[src/logic/itc_pkg.sv]
// Behaviour
// - scl runs at system clock over (2^n + 72), codes 0..6 give n 5..11
// - outside serial mode, reading bit 0 gives 0 during a soft reset, 1 otherwise
// - bits code 000 means eight data bits, others 1..7; ack adds a clock
// - bit 0 reads 1 after reset, but rate bit 0 as clock select in serial mode
// - mode 00 port, 01 synchronous serial, 10 i2c, 11 reserved
// - writing 10 then 01 to soft reset field starts a monitored reset
package itc_pkg;

  // register byte addresses
  localparam logic [7:0] ADDR_XFER_CTRL_ONE = 8'h04;
  localparam logic [7:0] ADDR_MODE_CTRL_TWO = 8'h10;

  // field positions
  localparam int BITS_LSB = 5;
  localparam int ACK_POS = 4;
  localparam int RATE_LSB = 0;
  localparam int MODE_LSB = 2;
  localparam int SRST_LSB = 0;

  // reset values
  localparam logic [2:0] RST_BITS = 3'h0;
  localparam logic RST_ACK = 1'b0;
  localparam logic [2:0] RST_RATE = 3'h0;

  // scl divider figures
  localparam logic [2:0] RATE_RESERVED = 3'h7;
  localparam logic [3:0] RATE_BASE_EXP = 4'h5;
  localparam logic [11:0] DIV_OFFSET = 12'h048;

  // soft reset command codes and duration in clock cycles
  localparam logic [1:0] SRST_ARM = 2'h2;
  localparam logic [1:0] SRST_FIRE = 2'h1;
  localparam int SOFT_RESET_CYCLES = 4;

  typedef enum logic [1:0] {
    MODE_PORT = 2'b00,
    MODE_SYNC_SERIAL = 2'b01,
    MODE_I2C = 2'b10,
    MODE_RESERVED = 2'b11
  } itc_mode_t;

  typedef enum logic [1:0] {
    SR_IDLE = 2'b00,
    SR_ARMED = 2'b01,
    SR_BUSY = 2'b10
  } itc_srst_t;

  typedef struct packed {
    itc_mode_t mode;
    logic [2:0] bits;
    logic ack;
    logic [2:0] rate;
    logic [3:0] clocks;
  } itc_cfg_t;

endpackage : itc_pkg

[src/logic/itc_transfer_control.sv]
// Added by the designer: the register addresses and strobed register access.
`timescale 1ns/10ps
module itc_transfer_control #(
  parameter int SRST_LEN = itc_pkg::SOFT_RESET_CYCLES
) (
  input wire logic i_clock,
  input wire logic i_rst,
  input wire logic [7:0] i_addr,
  input wire logic [31:0] i_wdata,
  input wire logic i_wr,
  input wire logic i_rd,
  output logic [31:0] o_rdata,
  output itc_pkg::itc_cfg_t o_cfg,
  output logic o_soft_busy,
  output logic o_scl_o,
  output logic o_scl_oe_n
);

  // scl period in system clocks for a rate code
  function automatic logic [11:0] itc_period(input logic [2:0] rate);
    logic [3:0] expo;
    expo = {1'b0, rate} + itc_pkg::RATE_BASE_EXP;
    itc_period = (12'h001 << expo) + itc_pkg::DIV_OFFSET;
  endfunction : itc_period

  // clocks per transfer from bits code and ack enable
  function automatic logic [3:0] itc_clocks(input logic [2:0] bits,
                                            input logic ack);
    logic [3:0] len;
    len = (bits == 3'h0) ? 4'h8 : {1'b0, bits};
    itc_clocks = len + {3'h0, ack};
  endfunction : itc_clocks

  logic [2:0] bits_r;
  logic ack_r;
  logic [2:0] rate_r;
  itc_pkg::itc_mode_t mode_r;
  itc_pkg::itc_srst_t state_r;
  itc_pkg::itc_srst_t state_nxt;
  logic [7:0] srst_cnt_r;
  logic [7:0] srst_cnt_nxt;
  logic busy_r;
  logic [11:0] div_cnt_r;
  logic [11:0] div_nxt;
  logic scl_oe_n_r;
  logic [31:0] rdata_r;
  logic [31:0] rdata_nxt;
  itc_pkg::itc_cfg_t cfg_r;
  itc_pkg::itc_cfg_t cfg_nxt;

  // address decode
  wire logic wr_one = i_wr && (i_addr == itc_pkg::ADDR_XFER_CTRL_ONE);
  wire logic wr_two = i_wr && (i_addr == itc_pkg::ADDR_MODE_CTRL_TWO);
  wire logic rd_one = i_rd && (i_addr == itc_pkg::ADDR_XFER_CTRL_ONE);
  wire logic rd_two = i_rd && (i_addr == itc_pkg::ADDR_MODE_CTRL_TWO);
  wire logic [1:0] srst_field = i_wdata[itc_pkg::SRST_LSB +: 2];
  wire logic in_busy = (state_r == itc_pkg::SR_BUSY);
  wire logic srst_done = (srst_cnt_r == 8'(SRST_LEN - 1));

  // soft reset sequencer: arm, fire, then hold busy for SRST_LEN cycles
  always_comb begin
    state_nxt = state_r;
    unique case (state_r)
      itc_pkg::SR_IDLE: begin
        if (wr_two && srst_field == itc_pkg::SRST_ARM) begin
          state_nxt = itc_pkg::SR_ARMED;
        end
      end
      itc_pkg::SR_ARMED: begin
        if (wr_two && srst_field == itc_pkg::SRST_FIRE) begin
          state_nxt = itc_pkg::SR_BUSY;
        end else if (wr_two && srst_field != itc_pkg::SRST_ARM) begin
          state_nxt = itc_pkg::SR_IDLE;
        end
      end
      itc_pkg::SR_BUSY: begin
        // commands during the reset are ignored, no retrigger
        if (srst_done) begin
          state_nxt = itc_pkg::SR_IDLE;
        end
      end
      default: begin
        state_nxt = itc_pkg::SR_IDLE;
      end
    endcase
  end

  // cycle count inside the busy window
  assign srst_cnt_nxt = in_busy ? srst_cnt_r + 8'h01 : 8'h00;

  always_ff @(posedge i_clock) begin
    if (i_rst) begin
      state_r <= itc_pkg::SR_IDLE;
      srst_cnt_r <= 8'h00;
      busy_r <= 1'b0;
    end else begin
      state_r <= state_nxt;
      srst_cnt_r <= srst_cnt_nxt;
      busy_r <= (state_nxt == itc_pkg::SR_BUSY);
    end
  end

  // configuration fields; only documented bits are stored
  always_ff @(posedge i_clock) begin
    if (i_rst) begin
      bits_r <= itc_pkg::RST_BITS;
      ack_r <= itc_pkg::RST_ACK;
      rate_r <= itc_pkg::RST_RATE;
    end else if (wr_one) begin
      bits_r <= i_wdata[itc_pkg::BITS_LSB +: 3];
      ack_r <= i_wdata[itc_pkg::ACK_POS];
      rate_r <= i_wdata[itc_pkg::RATE_LSB +: 3];
    end
  end

  // mode field; reserved code is stored but drives nothing
  always_ff @(posedge i_clock) begin
    if (i_rst) begin
      mode_r <= itc_pkg::MODE_PORT;
    end else if (wr_two) begin
      mode_r <= itc_pkg::itc_mode_t'(i_wdata[itc_pkg::MODE_LSB +: 2]);
    end
  end

  // scl divider, runs only in i2c mode with a legal rate
  wire logic [11:0] period_w = itc_period(rate_r);
  wire logic [11:0] half_w = {1'b0, period_w[11:1]};
  wire logic run_w = (mode_r == itc_pkg::MODE_I2C) &&
                     (rate_r != itc_pkg::RATE_RESERVED) && !in_busy;
  wire logic wrap_w = (div_cnt_r == period_w - 12'h001);
  assign div_nxt = (!run_w || wrap_w) ? 12'h000 : div_cnt_r + 12'h001;

  // low half first so a restart from stop begins on a clean low phase
  always_ff @(posedge i_clock) begin
    if (i_rst) begin
      div_cnt_r <= 12'h000;
      scl_oe_n_r <= 1'b1;
    end else begin
      div_cnt_r <= div_nxt;
      scl_oe_n_r <= !(run_w && div_cnt_r < half_w);
    end
  end

  // configuration handed to the transfer logic
  always_comb begin
    cfg_nxt.mode = mode_r;
    cfg_nxt.bits = bits_r;
    cfg_nxt.ack = ack_r;
    cfg_nxt.rate = rate_r;
    cfg_nxt.clocks = itc_clocks(bits_r, ack_r);
  end

  always_ff @(posedge i_clock) begin
    if (i_rst) begin
      cfg_r <= '0;
    end else begin
      cfg_r <= cfg_nxt;
    end
  end

  // bit 0 is the reset monitor except as clock select in serial mode
  wire logic bit0_w = (mode_r == itc_pkg::MODE_SYNC_SERIAL) ?
                      rate_r[0] : !in_busy;
  wire logic [31:0] rd_one_w = {24'h000000, bits_r, ack_r, 1'b1,
                                2'b00, bit0_w};
  wire logic [31:0] rd_two_w = {28'h0000000, mode_r, 2'b00};

  // read data stand for one cycle only; unmapped reads give zero
  always_comb begin
    rdata_nxt = 32'h00000000;
    if (rd_one) begin
      rdata_nxt = rd_one_w;
    end else if (rd_two) begin
      rdata_nxt = rd_two_w;
    end
  end

  always_ff @(posedge i_clock) begin
    if (i_rst) begin
      rdata_r <= 32'h00000000;
    end else begin
      rdata_r <= rdata_nxt;
    end
  end

  assign o_rdata = rdata_r;
  assign o_cfg = cfg_r;
  assign o_soft_busy = busy_r;
  assign o_scl_o = 1'b0; // open drain, only the enable moves
  assign o_scl_oe_n = scl_oe_n_r;
endmodule : itc_transfer_control

[config.mk]
export PLATFORM = sky130hd
export DESIGN_NAME = itc_transfer_control
export DESIGN_NICKNAME = d
export VERILOG_FILES = /design/src/logic/itc_pkg.sv /design/src/logic/itc_transfer_control.sv
export SDC_FILE = /design/constraint.sdc
export NUM_CORES = 1
export LEC_CHECK = 0
export BUFFER_PORTS_ARGS = -buffer_cell sky130_fd_sc_hd__buf_4
export CORE_UTILIZATION = 45
export DETAILED_ROUTE_END_ITERATION = 8
export GPL_TIMING_DRIVEN = 1
export MAX_ROUTING_LAYER = met4
export PLACE_DENSITY_LB_ADDON = 0.08
export SETUP_SLACK_MARGIN = 0.5
export SKIP_CTS_REPAIR_TIMING = 1
export SLEW_MARGIN = 25
export SYNTH_ARGS = -nofsm -noshare
export SYNTH_HDL_FRONTEND = slang
export SYNTH_SLANG_ARGS = --single-unit
[constraint.sdc]
create_clock -name i_clock -period 5.2 [get_ports i_clock]
set_input_delay 1.04 -clock i_clock [delete_from_list [all_inputs] [get_ports i_clock]]
set_output_delay 1.04 -clock i_clock [all_outputs]
set_load 0.05 [all_outputs]
==> metrics.md <==
| Metric | Value |
|---|---|
| Net Sw Power | 198 uW |
| DR WL/cell | 11.8 um |
| Max_cap viols | 0 |
| Synth async-reset ratio | 0% |
| Int Pwr | 520 uW |
| Ys Warns | 0 |
| Worst r2r dst | o_scl_oe_n$_SDFF_PP1_ |
| Worst Path Arrival | 3560 ps |
| Period utilisation layout | 64.9% |
| Worst hold path class | reg -> reg |
| Num Clock Sinks | 53 |
| Final setup viols | 0 |
| DR vias/cell | 4.93 |
| Pleak | 1.30 nW |
| Slew @ Worst Pin | 617 ps |
| Hold Path Sink | state_r[0]$_SDFF_PP0_ |
| Drt drc | 0 |
| Max Clock Skew | 9.86 ps |
| Area delta synth->final | 12.4% |
| TritonCTS clock tree | built |
| Largest net degree at the start of global routing | 27 |
| H-Tree Level Count | 2 |
| Count leader, synth | dfxtp_1 |
| Port buffer count | 41 |
| First-pass GRT wire length | 8380 um |
| ANT nets after route | 0 |
| Register bit count reported by yosys | 53 |
| Worst Hold Depth | 1 |
| Synth Area per Inst | 9.07 um^2 |
| P per Cell Area | 234 nW/um^2 |
| Number of global-route vias before repair | 1782 |
| # diodes | 0 |
| Critical Path Most Common Cell | ha_1 |
| Status | finished clean |
| Via count | 2041 |
| Layout cells sized above 1 | 17.1% |
| Worst reg2reg setup slack | 1820 ps |
| Synthesized area | 2730 um^2 |
| GRT Util Overall | 17.3% |
| FMAX | 296 MHz |
| Count of cell types in the netlist | 46 |
| RSZ-0062 raised after global routing | false |
| Iteration count of the initial detailed-routing pass | 4 |
| Die area | 6390 um^2 |
| Number of buffers created by CTS | 5 |
| Worst Reg2Reg Path Length in Cells | 10 |
| Sequential fraction of the synthesis area | 38.8% |
| Top cell type by total area after synthesis | dfxtp_1 |
| Top cells by area, synth | dfxtp_1 39%, buf_4 7.7%, ha_1 6.9% |
| Clock transition at path regs | 100 ps |
| Max_slew headroom | 58.8% |
| Crit Path Max Fanout | 18 |
| Hold Vio Cnt, Final | 0 |
| Most frequent cells after synthesis | 53 x dfxtp_1, 41 x nor2_1, 28 x buf_4 |
| FF-to-FF Start | rate_r[1]$_SDFFE_PP0P_ |
| Fin area | 3070 um^2 |
| Critical path capture point type | flip-flop |
| Ports | 92 |
| Worst vdd ir | 0.127 mV |
| Overall power | 718 uW |
| Later-pin clock latency in the skew report | 310 ps |
| Initial antenna violation count | 0 |
| CP cell instances | and2_1 > ha_1 > and4bb_2 > ha_1 > inv_1 > ha_1 > a31oi_1 > a21oi_1 > a2111oi_0 > o41ai_1 |
| Largest stage delay on the critical path | 710 ps |
| Post-synth EDFFs | 0 |
| Starting Density | 46.4% |
| CTS max path bufs | 2 |
| Worst EP required | 5380 ps |
| Post-DP HPWL | 3570 um |
| Core box area | 5890 um^2 |
| Clock power share | 34.4% |
| Seq pwr share | 56.6% |
| Max Slew Vio Count | 0 |
| Final wirelength | 4880 um |
| Switch share | 27.6% |
| Hold_sp | state_r[1]$_SDFF_PP0_ |
| Rows | 28 |
| TNS Setup | 0 ps |
| CP Launch Type | flip-flop |
| DIE WIDTH | 79.9 um |
| Fin crit period | 3380 ps |
| Remaining global-route overflow | 0 |
| Dpl cell area | 2970 um^2 |
| Comb power frac | 9.0% |
| DRT iter0 DRCs | 79 |
| Ys flop type | dfxtp_1 |
| CTS Root Cell | clkbuf_8 |
| Die height | 79.9 um |
| GPL Wtd Cong | 0.807 |
| Post-synth top area share | 38.8% |
| Critical path's slowest cell | dfxtp_1 |
| Crit path kind | reg -> reg |
| Synth Instances | 301 |
| Layout Nets | 397 |
## worst max path at each step
| stage | start | to | depth (start not counted) |
|---|---|---|---|
| final | rate_r[1]$_SDFFE_PP0P_ | o_scl_oe_n$_SDFF_PP1_ | 10 |
| after CTS | rate_r[1]$_SDFFE_PP0P_ | o_scl_oe_n$_SDFF_PP1_ | 10 |
| after floorplan | rate_r[1]$_SDFFE_PP0P_ | o_scl_oe_n$_SDFF_PP1_ | 13 |
| after global placement | rate_r[1]$_SDFFE_PP0P_ | div_cnt_r[10]$_SDFF_PP0_ | 11 |
| after global routing | rate_r[1]$_SDFFE_PP0P_ | div_cnt_r[11]$_SDFF_PP0_ | 11 |
| after detailed placement | rate_r[1]$_SDFFE_PP0P_ | o_scl_oe_n$_SDFF_PP1_ | 10 |
## cells by family after synthesis
group	synth area share [%]
xor+xnor	7.38
simple gates	26.8
fa+ha+maj	6.87
buf+inv	10.4
other cells	0.275
mux	3.66
flops	38.8
compound gates	5.73
## power groups by stage
stage | combinational (mW) | sequential [mW] | clock [mW]
floorplan | 0.0636 | 0.418 | 0
global placement | 0.0641 | 0.416 | 0
detailed placement | 0.0643 | 0.416 | 0
CTS | 0.0644 | 0.407 | 0.257
global route | 0.0682 | 0.407 | 0.273
finish | 0.0645 | 0.407 | 0.247
## area by class of cell
type / instances / area (um^2)
clock buffer: 5 / 68.8
fill: 589 / 2820
timing repair buffer: 41 / 308
multi-input combinational: 231 / 1490
tap: 75 / 93.8
clock inverter: 3 / 28.8
sequential: 53 / 1060
inverter: 6 / 22.5
## sequential cells by signal (all words and copies together) (netlist names)
name         count
o_soft_busy      1
bits_r           3
o_cfg           13
srst_cnt_r       8
div_cnt_r       12
rate_r           3
mode_r           2
ack_r            1
o_rdata          7
state_r          2
o_scl_oe_n       1
## stage by stage
stage / instances / hold slack, ps / util, % / setup slack [ps]
finish: 414 / 470 / 52.1 / 1820
global route: 414 / 489 / 52.1 / 1500
CTS: 414 / 467 / 52.1 / 1820
detailed placement: 406 / 450 / 50.5 / 1840
global placement: 406 / 441 / 50.5 / 1860
floorplan: 328 / 425 / - / 2290
## placed cells by master (no fill, tap or decap), types with 2 or more instances in the layout
cell type  synthesis  final
a2111oi_0          2      2
ha_1              15     15
nor2b_1           19     19
dfxtp_1           53     53
xnor2_1           13     13
or4_1              2      2
mux2i_1           10     10
or2_2              2      2
xor2_1            10     10
buf_4             28     41
and2_1             6      6
a21oi_1            5      5
o21ai_0            2      2
conb_1             2     29
o22ai_1            2      2
nor3b_1            5      5
inv_1              6      6
nor2_1            41     41
and3_1             3      3
a31oi_1            4      4
nand3_1           16     16
nand4_1            3      3
nor3_1             4      4
nand2_1           12     12
nand2b_1           4      4
nor4_1             4      4
clkbuf_8           0      5
## per-layer routing
metal | track usage, % | wire length, um
met1 | 22.4 | 2300
met3 | 3.09 | 177
met2 | 27.4 | 2340
met5 | - | 0
met4 | 5.54 | 68
## worst max-delay path: cells and delay by family, from the launching register on
family	cells	cell delay (ps)
buffers and inverters	1	80
and+or+nand+nor	2	570
DFF	1	710
AOI/OAI and AO/OA	4	970
adders and majority gates	3	910
Power figures use the tool's default switching activity.
